**config.mk**
```make
export PLATFORM = sky130hd
export DESIGN_NAME = global_interrupt_flags_masks
export DESIGN_NICKNAME = d
export VERILOG_FILES = /design/src/pkg/glbl_irq_pkg.sv /design/src/rtl/global_interrupt_flags_masks.sv /design/src/rtl/pin_edge_detect.sv
export SDC_FILE = /design/constraint.sdc
export NUM_CORES = 1
export LEC_CHECK = 0
export BUFFER_PORTS_ARGS = -buffer_cell sky130_fd_sc_hd__buf_2
export CORE_UTILIZATION = 56
export CTS_BUF_LIST = sky130_fd_sc_hd__clkbuf_4
export CTS_CLUSTER_SIZE = 10
export DETAILED_ROUTE_END_ITERATION = 10
export GPL_ROUTABILITY_DRIVEN = 0
export GPL_TIMING_DRIVEN = 0
export PLACE_DENSITY = 0.81
export SYNTH_ARGS = -nofsm -noshare
export SYNTH_HDL_FRONTEND = slang
export SYNTH_SLANG_ARGS = --single-unit
```
**constraint.sdc**
```tcl
create_clock -name clk_sys -period 1.55 [get_ports clk_sys]
set_input_delay 0.31 -clock clk_sys [delete_from_list [all_inputs] [get_ports clk_sys]]
set_output_delay 0.31 -clock clk_sys [all_outputs]
set_load 0.005 [all_outputs]
```
**src/pkg/glbl_irq_pkg.sv**
```systemverilog
// Constants shared by the global event flag and mask block
package glbl_irq_pkg;
  localparam int REG_W = 8;
  localparam logic [7:0] FLAGS_ADDR = 8'h00;
  localparam logic [7:0] STATUS_ADDR = 8'h05;
  localparam logic [7:0] MASKS_ADDR = 8'h06;
  localparam logic [7:0] FLAGS_RESET = 8'h00;
  localparam logic [7:0] MASKS_RESET = 8'hFF;
  localparam logic [7:0] ZERO_BYTE = 8'h00;
  localparam int DROPOUT_BIT = 6;
  localparam int THERM_TWO_BIT = 5;
  localparam int THERM_ONE_BIT = 4;
  localparam int ONKEY_RISE_BIT = 3;
  localparam int ONKEY_FALL_BIT = 2;
  localparam int GPI_RISE_BIT = 1;
  localparam int GPI_FALL_BIT = 0;
  localparam int STAT_IRQ_BIT = 0;
  localparam int SYNC_STAGES = 2;
endpackage : glbl_irq_pkg

```
**src/rtl/global_interrupt_flags_masks.sv**
```systemverilog
// Global event flags, masks and active-low interrupt line
// Contract
// - Dropout event sets flag bit 6, held until the register is read.
// - Second thermal alarm sets flag bit 5, held until read.
// - First thermal alarm sets flag bit 4, held until read.
// - On-key rising edge sets flag bit 3, cleared only by reading or system reset.
// - On-key falling edge sets flag bit 2, cleared only by reading or system reset.
// - General input rising edge sets flag bit 1, cleared by reading.
// - General input falling edge sets flag bit 0, cleared by reading.
// - General input edges count only while the pin is an input.
// - Unmasked dropout flag rising 0 to 1 pulls the line low.
// - Mask bits 5 and 4 gate the thermal alarm flags.
// - Mask bits 3 and 2 gate the on-key edge flags.
// - Mask bits 1 and 0 gate the general input edge flags.
// - Line returns high only once every flag is cleared.
// - A set mask bit blocks the line but the flag still latches.
// - Status bit 0 reads the gate drive level after masking.
module global_interrupt_flags_masks
  import glbl_irq_pkg::*;
(
  input wire logic clk_sys,
  input wire logic arst_n,
  input wire logic clk_en,
  input wire logic system_reset_condition,
  input wire logic dropout_event,
  input wire logic thermal_threshold_one,
  input wire logic thermal_threshold_two,
  input wire logic onkey_input,
  input wire logic gpio_pin_in,
  input wire logic gpio_is_input,
  input wire logic [7:0] reg_addr,
  input wire logic reg_wr,
  input wire logic reg_rd,
  input wire logic [7:0] reg_wdata,
  output logic [7:0] reg_rdata,
  output logic interrupt_line_n
);
  logic rst_meta_q;
  logic rst_n;
  logic [7:0] global_event_flags_q;
  logic [7:0] global_event_flags_d;
  logic [7:0] global_event_masks_q;
  logic [7:0] reg_rdata_q;
  logic [7:0] reg_rdata_d;
  logic irq_q;
  logic irq_d;
  logic therm_one_prev_q;
  logic therm_two_prev_q;
  logic dropout_prev_q;
  logic [1:0] pin_rise;
  logic [1:0] pin_fall;
  wire onkey_rise_flag_ev;
  wire onkey_fall_flag_ev;
  wire gpi_rise_ev;
  wire gpi_fall_ev;
  wire [7:0] event_vec;
  wire [7:0] new_unmasked;
  wire rd_flags;
  wire rd_masks;
  wire rd_status;
  wire wr_masks;
  wire [7:0] status_vec;

  // Reset release through two flops
  always_ff @(posedge clk_sys or negedge arst_n)
  begin
    if (!arst_n)
    begin
      rst_meta_q <= 1'b0;
      rst_n <= 1'b0;
    end
    else
    begin
      rst_meta_q <= 1'b1;
      rst_n <= rst_meta_q;
    end
  end

  pin_edge_detect #(
    .WIDTH(2)
  ) pin_edge_detect_inst (
    .clk_sys(clk_sys),
    .rst_n(rst_n),
    .clk_en(clk_en),
    .pin_in({onkey_input, gpio_pin_in}),
    .rise_pulse(pin_rise),
    .fall_pulse(pin_fall)
  );

  assign onkey_rise_flag_ev = pin_rise[1];
  assign onkey_fall_flag_ev = pin_fall[1];
  assign gpi_rise_ev = pin_rise[0] & gpio_is_input;
  assign gpi_fall_ev = pin_fall[0] & gpio_is_input;

  // Detector levels from the analog side share this clock
  always_ff @(posedge clk_sys or negedge rst_n)
  begin
    if (!rst_n)
    begin
      dropout_prev_q <= 1'b0;
      therm_one_prev_q <= 1'b0;
      therm_two_prev_q <= 1'b0;
    end
    else if (clk_en)
    begin
      dropout_prev_q <= dropout_event;
      therm_one_prev_q <= thermal_threshold_one;
      therm_two_prev_q <= thermal_threshold_two;
    end
  end

  // Bit 7 never sets; reads of it return zero
  assign event_vec = {1'b0,
    dropout_event & ~dropout_prev_q,
    thermal_threshold_two & ~therm_two_prev_q,
    thermal_threshold_one & ~therm_one_prev_q,
    onkey_rise_flag_ev, onkey_fall_flag_ev, gpi_rise_ev, gpi_fall_ev};

  assign rd_flags = clk_en & reg_rd & (reg_addr == FLAGS_ADDR);
  assign rd_masks = clk_en & reg_rd & (reg_addr == MASKS_ADDR);
  assign rd_status = clk_en & reg_rd & (reg_addr == STATUS_ADDR);
  assign wr_masks = clk_en & reg_wr & (reg_addr == MASKS_ADDR);

  // Set wins over the read clear
  assign global_event_flags_d =
    (rd_flags ? FLAGS_RESET : global_event_flags_q) | event_vec;

  // Only a 0 to 1 change of an unmasked flag asserts
  assign new_unmasked = event_vec & ~global_event_flags_q
    & ~global_event_masks_q;

  // Line stays low until all flags are gone
  assign irq_d = (|new_unmasked) ? 1'b1 :
    ((global_event_flags_d == ZERO_BYTE) ? 1'b0 : irq_q);

  assign status_vec = {7'h00, irq_q};

  assign reg_rdata_d = rd_flags ? {1'b0, global_event_flags_q[6:0]} :
    rd_masks ? global_event_masks_q :
    rd_status ? status_vec :
    ZERO_BYTE;

  always_ff @(posedge clk_sys or negedge rst_n)
  begin
    if (!rst_n)
    begin
      global_event_flags_q <= FLAGS_RESET;
      global_event_masks_q <= MASKS_RESET;
      irq_q <= 1'b0;
      reg_rdata_q <= ZERO_BYTE;
    end
    else if (clk_en)
    begin
      if (system_reset_condition)
      begin
        global_event_flags_q <= FLAGS_RESET;
        global_event_masks_q <= MASKS_RESET;
        irq_q <= 1'b0;
      end
      else
      begin
        global_event_flags_q <= global_event_flags_d;
        if (wr_masks)
        begin
          global_event_masks_q <= reg_wdata;
        end
        irq_q <= irq_d;
      end
      if (reg_rd)
      begin
        reg_rdata_q <= reg_rdata_d;
      end
    end
  end

  assign reg_rdata = reg_rdata_q;
  assign interrupt_line_n = ~irq_q;

  chk_read_clears: assert property (
    @(posedge clk_sys) disable iff (!rst_n)
    (rd_flags && event_vec == ZERO_BYTE && !system_reset_condition)
    |=> global_event_flags_q == ZERO_BYTE)
    else $error("flags not cleared by read");

  chk_event_latches: assert property (
    @(posedge clk_sys) disable iff (!rst_n)
    (clk_en && !system_reset_condition && event_vec != ZERO_BYTE)
    |=> (global_event_flags_q & $past(event_vec)) == $past(event_vec))
    else $error("event did not latch its flag");

  chk_set_wins_clear: assert property (
    @(posedge clk_sys) disable iff (!rst_n)
    (rd_flags && !system_reset_condition)
    |=> global_event_flags_q == $past(event_vec))
    else $error("event lost during clearing read");

  chk_irq_asserts: assert property (
    @(posedge clk_sys) disable iff (!rst_n)
    (clk_en && !system_reset_condition && new_unmasked != ZERO_BYTE)
    |=> !interrupt_line_n)
    else $error("unmasked flag did not pull the line low");

  chk_irq_release: assert property (
    @(posedge clk_sys) disable iff (!rst_n)
    (global_event_flags_q == ZERO_BYTE) |-> interrupt_line_n)
    else $error("line low with no flag set");

  chk_irq_holds: assert property (
    @(posedge clk_sys) disable iff (!rst_n)
    (irq_q && global_event_flags_d != ZERO_BYTE && clk_en
      && !system_reset_condition) |=> irq_q)
    else $error("line released while flags remain");

  chk_masked_quiet: assert property (
    @(posedge clk_sys) disable iff (!rst_n)
    (!irq_q && new_unmasked == ZERO_BYTE) |=> !irq_q)
    else $error("masked flag pulled the line low");

  chk_gpi_gated: assert property (
    @(posedge clk_sys) disable iff (!rst_n)
    (!gpio_is_input && !rd_flags && !system_reset_condition)
    |=> global_event_flags_q[1:0] == $past(global_event_flags_q[1:0]))
    else $error("general input edge taken while not an input");

  chk_one_per_edge: assert property (
    @(posedge clk_sys) disable iff (!rst_n)
    (pin_rise != 2'b00) |=> (pin_rise & $past(pin_rise)) == 2'b00)
    else $error("one edge gave two pulses");

  chk_status_level: assert property (
    @(posedge clk_sys) disable iff (!rst_n)
    rd_status |=> reg_rdata[STAT_IRQ_BIT] == $past(irq_q))
    else $error("status bit disagrees with gate drive");

  chk_system_reset_condition_defaults: assert property (
    @(posedge clk_sys) disable iff (!rst_n)
    (clk_en && system_reset_condition) |=> (global_event_flags_q ==
      FLAGS_RESET && global_event_masks_q == MASKS_RESET
      && interrupt_line_n))
    else $error("system reset did not restore defaults");

  cov_irq_cycle: cover property (@(posedge clk_sys) disable iff (!rst_n)
    !interrupt_line_n ##1 rd_flags ##1 interrupt_line_n);
  cov_set_on_read: cover property (@(posedge clk_sys) disable iff (!rst_n)
    rd_flags && event_vec != ZERO_BYTE);
  cov_masked_event: cover property (@(posedge clk_sys) disable iff (!rst_n)
    event_vec != ZERO_BYTE && new_unmasked == ZERO_BYTE);
  cov_onkey_edges: cover property (@(posedge clk_sys) disable iff (!rst_n)
    onkey_rise_flag_ev ##[1:20] onkey_fall_flag_ev);
endmodule : global_interrupt_flags_masks

```
**src/rtl/pin_edge_detect.sv**
```systemverilog
// Two-flop pin synchroniser with rise and fall pulse detection
module pin_edge_detect
  import glbl_irq_pkg::*;
#(
  parameter int WIDTH = 2
)
(
  input wire logic clk_sys,
  input wire logic rst_n,
  input wire logic clk_en,
  input wire logic [WIDTH-1:0] pin_in,
  output logic [WIDTH-1:0] rise_pulse,
  output logic [WIDTH-1:0] fall_pulse
);
  logic [WIDTH-1:0] meta_q;
  logic [WIDTH-1:0] sync_q;
  logic [WIDTH-1:0] prev_q;
  logic [SYNC_STAGES:0] fill_q;
  wire armed;

  if (WIDTH < 1)
  begin : g_bad_width
    $error("pin_edge_detect: WIDTH must be at least 1");
  end

  // First stage feeds only the second stage
  always_ff @(posedge clk_sys or negedge rst_n)
  begin
    if (!rst_n)
    begin
      meta_q <= '0;
      sync_q <= '0;
      prev_q <= '0;
      fill_q <= '0;
    end
    else if (clk_en)
    begin
      fill_q <= {fill_q[SYNC_STAGES-1:0], 1'b1};
      meta_q <= pin_in;
      sync_q <= meta_q;
      prev_q <= sync_q;
    end
  end

  // No pulse until the chain holds the pin level, so a high idle pin
  // gives no false edge after reset
  assign armed = fill_q[SYNC_STAGES];

  // One pulse per settled edge
  assign rise_pulse = sync_q & ~prev_q & {WIDTH{clk_en & armed}};
  assign fall_pulse = ~sync_q & prev_q & {WIDTH{clk_en & armed}};
endmodule : pin_edge_detect

```
## After elaboration in Yosys (flattened, before gate mapping)

Index checks and enable logic that the tools add are counted.

- Bits in registers: 39
- Output and inout port bits: 9

- Equal/unequal tests: 2
- Mux-type cells: 10
- Bitwise logic cells: 27
- Reductions and logical operators: 8

Operators by type and width:

| operator | count |
|---|---|
| $mux 8 | 6 |
| $eq 8x3->1 const B | 2 |
| $logic_not 8->1 | 2 |
| $not 8->8 | 2 |
| $and 1x1->1 | 12 |
| $and 2x2->2 | 4 |
| $and 7x8->8 | 1 |
| $and 8x8->8 | 1 |
| $or 8x7->8 | 1 |
| $reduce_or 8->1 | 1 |
| $reduce_and 2->1 | 3 |
| $mux 1 | 4 |
| $not 1->1 | 4 |
| $not 2->2 | 2 |
| $reduce_bool 3->1 | 1 |
| $reduce_bool 2->1 | 1 |

## Longest topological paths before layout

- Word-level depth: 9
- Gate-level depth with buffers: 5
- Gate-level depth less buffers: 4

## Hierarchy

A second synthesis with hierarchy kept.

- Cells, all modules: 165
- Area, all modules: 1,848.0 um^2

By module, submodules not included:

| module | times used | cells an instance | area an instance (um^2) | sequential area each (um^2) |
|---|---|---|---|---|
| global_interrupt_flags_masks | 1 | 142 | 1,456.4 | 760.7 |
| pin_edge_detect | 1 | 23 | 391.6 | 225.2 |

## Worst setup path after synthesis

OpenSTA, ideal clock, no wires.

- Kind: input -> register
- Start point: input reg_addr[5]
- End point: register irq_q
- Library setup time: 137 ps
- Data arrival time: 1,799 ps
- Path slack: -386 ps
- Stages on the path: 4
- Path buffers: 0
- Cells stage by stage: or4_4 > or4_4 > a2111oi_2 > o22ai_1

- Longest elaborated chain between the ends: 7

RTL lines:

| element | RTL line | source |
|---|---|---|
| from (decl) | global_interrupt_flags_masks.sv:31 | `input wire logic [7:0] reg_addr,` |
| $logic_not 8->1 | global_interrupt_flags_masks.sv:119 | `assign rd_flags = clk_en & reg_rd & (reg_addr == FLAGS_ADDR);` |
| $and 1x1->1 | global_interrupt_flags_masks.sv:119 |  |
| $mux 8 | global_interrupt_flags_masks.sv:126 | `(rd_flags ? FLAGS_RESET : global_event_flags_q) \| event_vec;` |
| $or 8x7->8 | global_interrupt_flags_masks.sv:126 |  |
| $logic_not 8->1 | global_interrupt_flags_masks.sv:134 | `((global_event_flags_d == ZERO_BYTE) ? 1'b0 : irq_q);` |
| $reduce_bool 3->1 (no line) | -- |  |
| $reduce_and 2->1 (no line) | -- |  |
| to (signal assigned) | global_interrupt_flags_masks.sv:167 | `irq_q <= irq_d;` |
| to (decl) | global_interrupt_flags_masks.sv:45 | `logic irq_q;` |

No other way between the ends.
A chain may end at the register's enable or synchronous reset.

## Final worst setup path

- Start point: input reg_addr[6]
- End point: register global_event_masks_q[0]

- Longest elaborated chain between the ends: 4

RTL lines:

| element | RTL line | source |
|---|---|---|
| $eq 8x3->1 | global_interrupt_flags_masks.sv:122 | `assign wr_masks = clk_en & reg_wr & (reg_addr == MASKS_ADDR);` |
| $and 1x1->1 | global_interrupt_flags_masks.sv:122 |  |
| $reduce_bool 2->1 (no line) | -- |  |
| $reduce_and 2->1 (no line) | -- |  |
| to (signal assigned) | global_interrupt_flags_masks.sv:165 | `global_event_masks_q <= reg_wdata;` |
| to (decl) | global_interrupt_flags_masks.sv:42 | `logic [7:0] global_event_masks_q;` |

No other way between the ends.

==> run summary <==
Setup repair after global routing could not meet its margin everywhere. The final worst-path cycle share was 109%; the smallest setup slack after layout was -143 ps. The synthesized netlist occupies a cell area of 1830 µm². The share of the synthesized area in the top cell type works out to 42.5%. At the pin with the least slew margin, the transition time is 783 ps. Sequential cells were found to cover 54.0% of the synthesized design area. The post-detailed-routing wire length came out at 4410 µm. Dividing the detail-routed via count by the number of cells gives 6.23. In this run, synthesis inferred 0 flip-flops with an integrated enable.

The floorplan step defined a die boundary enclosing 3490 µm². The routed metal-1 wirelength was 1810 µm. The run gives 0 as the total of max-cap violations. At the worst endpoint, the required time is 1840 ps.

The final reports fail on setup timing. In this run, distinct cell masters in the synthesized netlist total 43. The synthesized area divided by synthesized cell count is 11.9 µm², and the total vias in the final route is 1,532. The detailed route wirelength on metal3 is 308 µm. TritonCTS built the clock tree. In the final layout, the share of cells above drive strength 1 is 44.1%. The antenna diode instance count came out at 0.

For the net count of the mapped netlist, the log shows 181. The maximum net fanout on the critical path was 5. The maximum resistive drop on vdd is 709 µV, and the number of clock buffers inserted by TritonCTS is 5. In the final design database the tool counted 229 nets. The most common cell after layout, fill and taps aside is sky130_fd_sc_hd__buf_2.

The area growth from synthesis to layout came out at 22.3%. The pre-antenna-repair detailed-routing pass consisted of 9 iterations. The worst setup path is captured at a flip-flop. The worst setup path is launched from an input port. The run gives 37 as the top-level port count.

Static timing analysis puts the maximum clock frequency at 0.591 GHz. By startpoint and endpoint, the worst setup path is classified as input port to flip-flop. Uppermost metal layer occupied by signal nets: met4. In the routed design, unresolved DRC markers number 0. For the worst setup path, the data arrival time is 1980 ps. The logs give 0.991 nW for the leakage component of the power and 0 for the initial antenna violation count. The clock slew seen by the registers of the worst setup and hold paths came out at 110 ps. The total of flip-flops plus latches after synthesis is 39, and the number of violations reported at the end of detailed-routing iteration 0 is 98. No sink is reached through more buffers than the 2 on the longest clock path. Summing all placed instances gives a cell area of 2060 µm². For the global-route wire length before repair, the log shows 7180 µm. Final hold violation count: 0. Yosys printed 0 warnings. For the remaining global-route overflow, the log shows 0.

The clock root buffer master is sky130_fd_sc_hd__clkbuf_4. The count of nets left with antenna violations once routing finished came out at 0. The power density of the placed cells came out at 908 nW/µm². In the post-synthesis netlist, the biggest area contributors are sky130_fd_sc_hd__dfrtp_1 42%, sky130_fd_sc_hd__dfstp_2 12%, sky130_fd_sc_hd__mux2_2 6.8%. Global routing used 28.8% of the available tracks across all layers. Final setup violation count: 14. The final critical-path required period is 1690 ps. The worst-case hold slack came out at 168 ps. The top cell types in the final layout, fill and taps aside, are 35 x sky130_fd_sc_hd__buf_2, 30 x sky130_fd_sc_hd__dfrtp_1, 11 x sky130_fd_sc_hd__mux2_2, 9 x sky130_fd_sc_hd__inv_1, 9 x sky130_fd_sc_hd__nor2_1. The number of input and output port buffers inserted is 35. The final standard cell count with taps included and fillers excluded came out at 246. The routed wirelength normalized by instance count is 17.9 µm. CTS built an H-tree with a depth of 2. After filler insertion, the fill cell instance count of the layout stands at 228. Entering global routing, the biggest net connects 38 pins.

Sum of met2 wire segment lengths after detailed routing: 2180 µm. The largest total area in the synthesized netlist belongs to sky130_fd_sc_hd__dfrtp_1. Headroom to the max-slew limit came out at 47.8%. Once detailed placement completed, the half-perimeter wirelength came to 2880 µm. After detailed placement, the design holds a cell count of 232. At the end of the flow the core is filled with cells to 72.6%. The number of global-route vias before repair is 1,484, and the fraction of synthesis flops using an asynchronous set or reset pin is 100%. The logs give 0 for the max-slew violation count and 39 for the number of clock sinks seen by CTS. From left edge to right edge, the die measures 59.1 µm. The vertical die dimension was 59.1 µm. The floorplan step defined a core boundary enclosing 3080 µm². Before CTS, the worst setup slack after placement is -595 ps. Summing all non-filler instances in the final layout gives an area of 2230 µm².

The initialized floorplan defines 20 standard-cell rows. The tools report the worst clock skew as 8.40 ps. Path type of the worst min-delay path: input port to flip-flop. The run finished, with violations left. The later pin in the worst-skew pair is clocked with a latency of 350 ps.

Synthesis produced a netlist whose cell count is 153. The initial utilization of the core area, before any placement, comes to 59.3%. In the synthesized netlist the dominant register cell turns out to be sky130_fd_sc_hd__dfrtp_1.
[final timing paths]
check                                               startpoint                                         end  slack (ps)  cells after the start
setup / recovery                                   reg_addr[6]         global_event_masks_q[0]$_DFFE_PN1P_        -140                      6
hold / removal                                    reg_wdata[2]         global_event_masks_q[2]$_DFFE_PN1P_         170                      2
setup reg to reg           global_event_flags_q[5]$_DFFE_PN0P_                           irq_q$_DFFE_PN0P_        -130                      4
hold reg to reg                                rst_n$_DFF_PN0_  pin_edge_detect_inst.sync_q[1]$_DFFE_PN0P_         350                      0
max in group asynchronous                      rst_n$_DFF_PN0_                    reg_rdata[1]$_DFFE_PN0P_         690                      0
min in group asynchronous                               arst_n                             rst_n$_DFF_PN0_         260                      2
[Yosys cell counts, drive strengths merged, types with 2 or more instances]
master,count
dfrtp,31
mux2,11
inv,9
nor2,9
dfstp,8
nor4,7
a222oi,6
nand2,6
nand2b,6
nor3,6
a211oi,4
a21oi,4
o22a,4
or4b,4
a2bb2oi,3
clkbuf,3
o21ai,3
o2bb2ai,3
or4,3
a21o,2
a32o,2
nand3b,2
nor2b,2
[metrics by stage]
stage / TNS, ps / total power, mW
2_1_floorplan: -4650 / 1.39
3_3_place_gp: -11560 / 1.48
3_5_place_dp: -12630 / 1.50
4_1_cts: -1400 / 2.02
5_1_grt: -2190 / 2.12
6_report: -1100 / 2.03
[state kept, by name, indices dropped and copies added, names as in the netlist]
| register | flops |
|---|---|
| global_event_flags_q | 8 |
| pin_edge_detect_inst.sync_q | 2 |
| pin_edge_detect_inst.prev_q | 2 |
| therm_one_prev_q | 1 |
| pin_edge_detect_inst.meta_q | 2 |
| pin_edge_detect_inst.fill_q | 3 |
| irq_q | 1 |
| dropout_prev_q | 1 |
| therm_two_prev_q | 1 |
| rst_meta_q | 1 |
| global_event_masks_q | 8 |
| rst_n | 1 |
| reg_rdata | 8 |
[repair_timing]
action | CTS | global route
resized for setup | 8 | 5
pin swaps | 9 | 5
endpoints found under the setup margin | 26 | 28
gates cloned | 0 | 1
setup buffers | 3 | 1
hold buffers | 1 | 0
hold endpoints to repair | 2 | 0
[logic make-up after synthesis]
kind of cell,count (synthesis),synth area share [%]
DFF,39,54.0
muxes,11,6.78
buffers and inverters,14,3.29
AOI/OAI and AO/OA,37,17.3
and+or+nand+nor,51,18.4
other,1,0.205
[metal layers]
| layer | vias to the layer above | track usage (%) |
|---|---|---|
| li1 | 686 | - |
| met1 | 759 | 36.2 |
| met2 | 72 | 46.3 |
| met3 | 15 | 8.52 |
| met4 | 0 | 12.9 |
| met5 | - | 0 |
[report_power, final]
part           total (mW)  switching (mW)  internal (mW)  leakage, nW
logic               0.307           0.150          0.156        0.496
registers            1.22           0.106           1.12        0.468
clock network       0.501           0.334          0.166       0.0263
[cell type report]
cell class                 count  area (µm²)  area share (%)
sequential                    39         987            44.2
multi-input combinational    100         850            38.0
timing repair buffer          41         230            10.3
tap                           44        55.1            2.46
clock buffer                   5        37.5            1.68
inverter                      10        37.5            1.68
buffer                         4        22.5            1.01
clock inverter                 3        15.0           0.672
[critical path: stages]
cell                       delay (ps)
sky130_fd_sc_hd__buf_6             90
sky130_fd_sc_hd__or4_4            550
sky130_fd_sc_hd__or4_4            520
sky130_fd_sc_hd__buf_6            160
sky130_fd_sc_hd__nand2b_4         160
sky130_fd_sc_hd__o22a_1           190
Note: power is estimated with default switching activity, not from simulation.
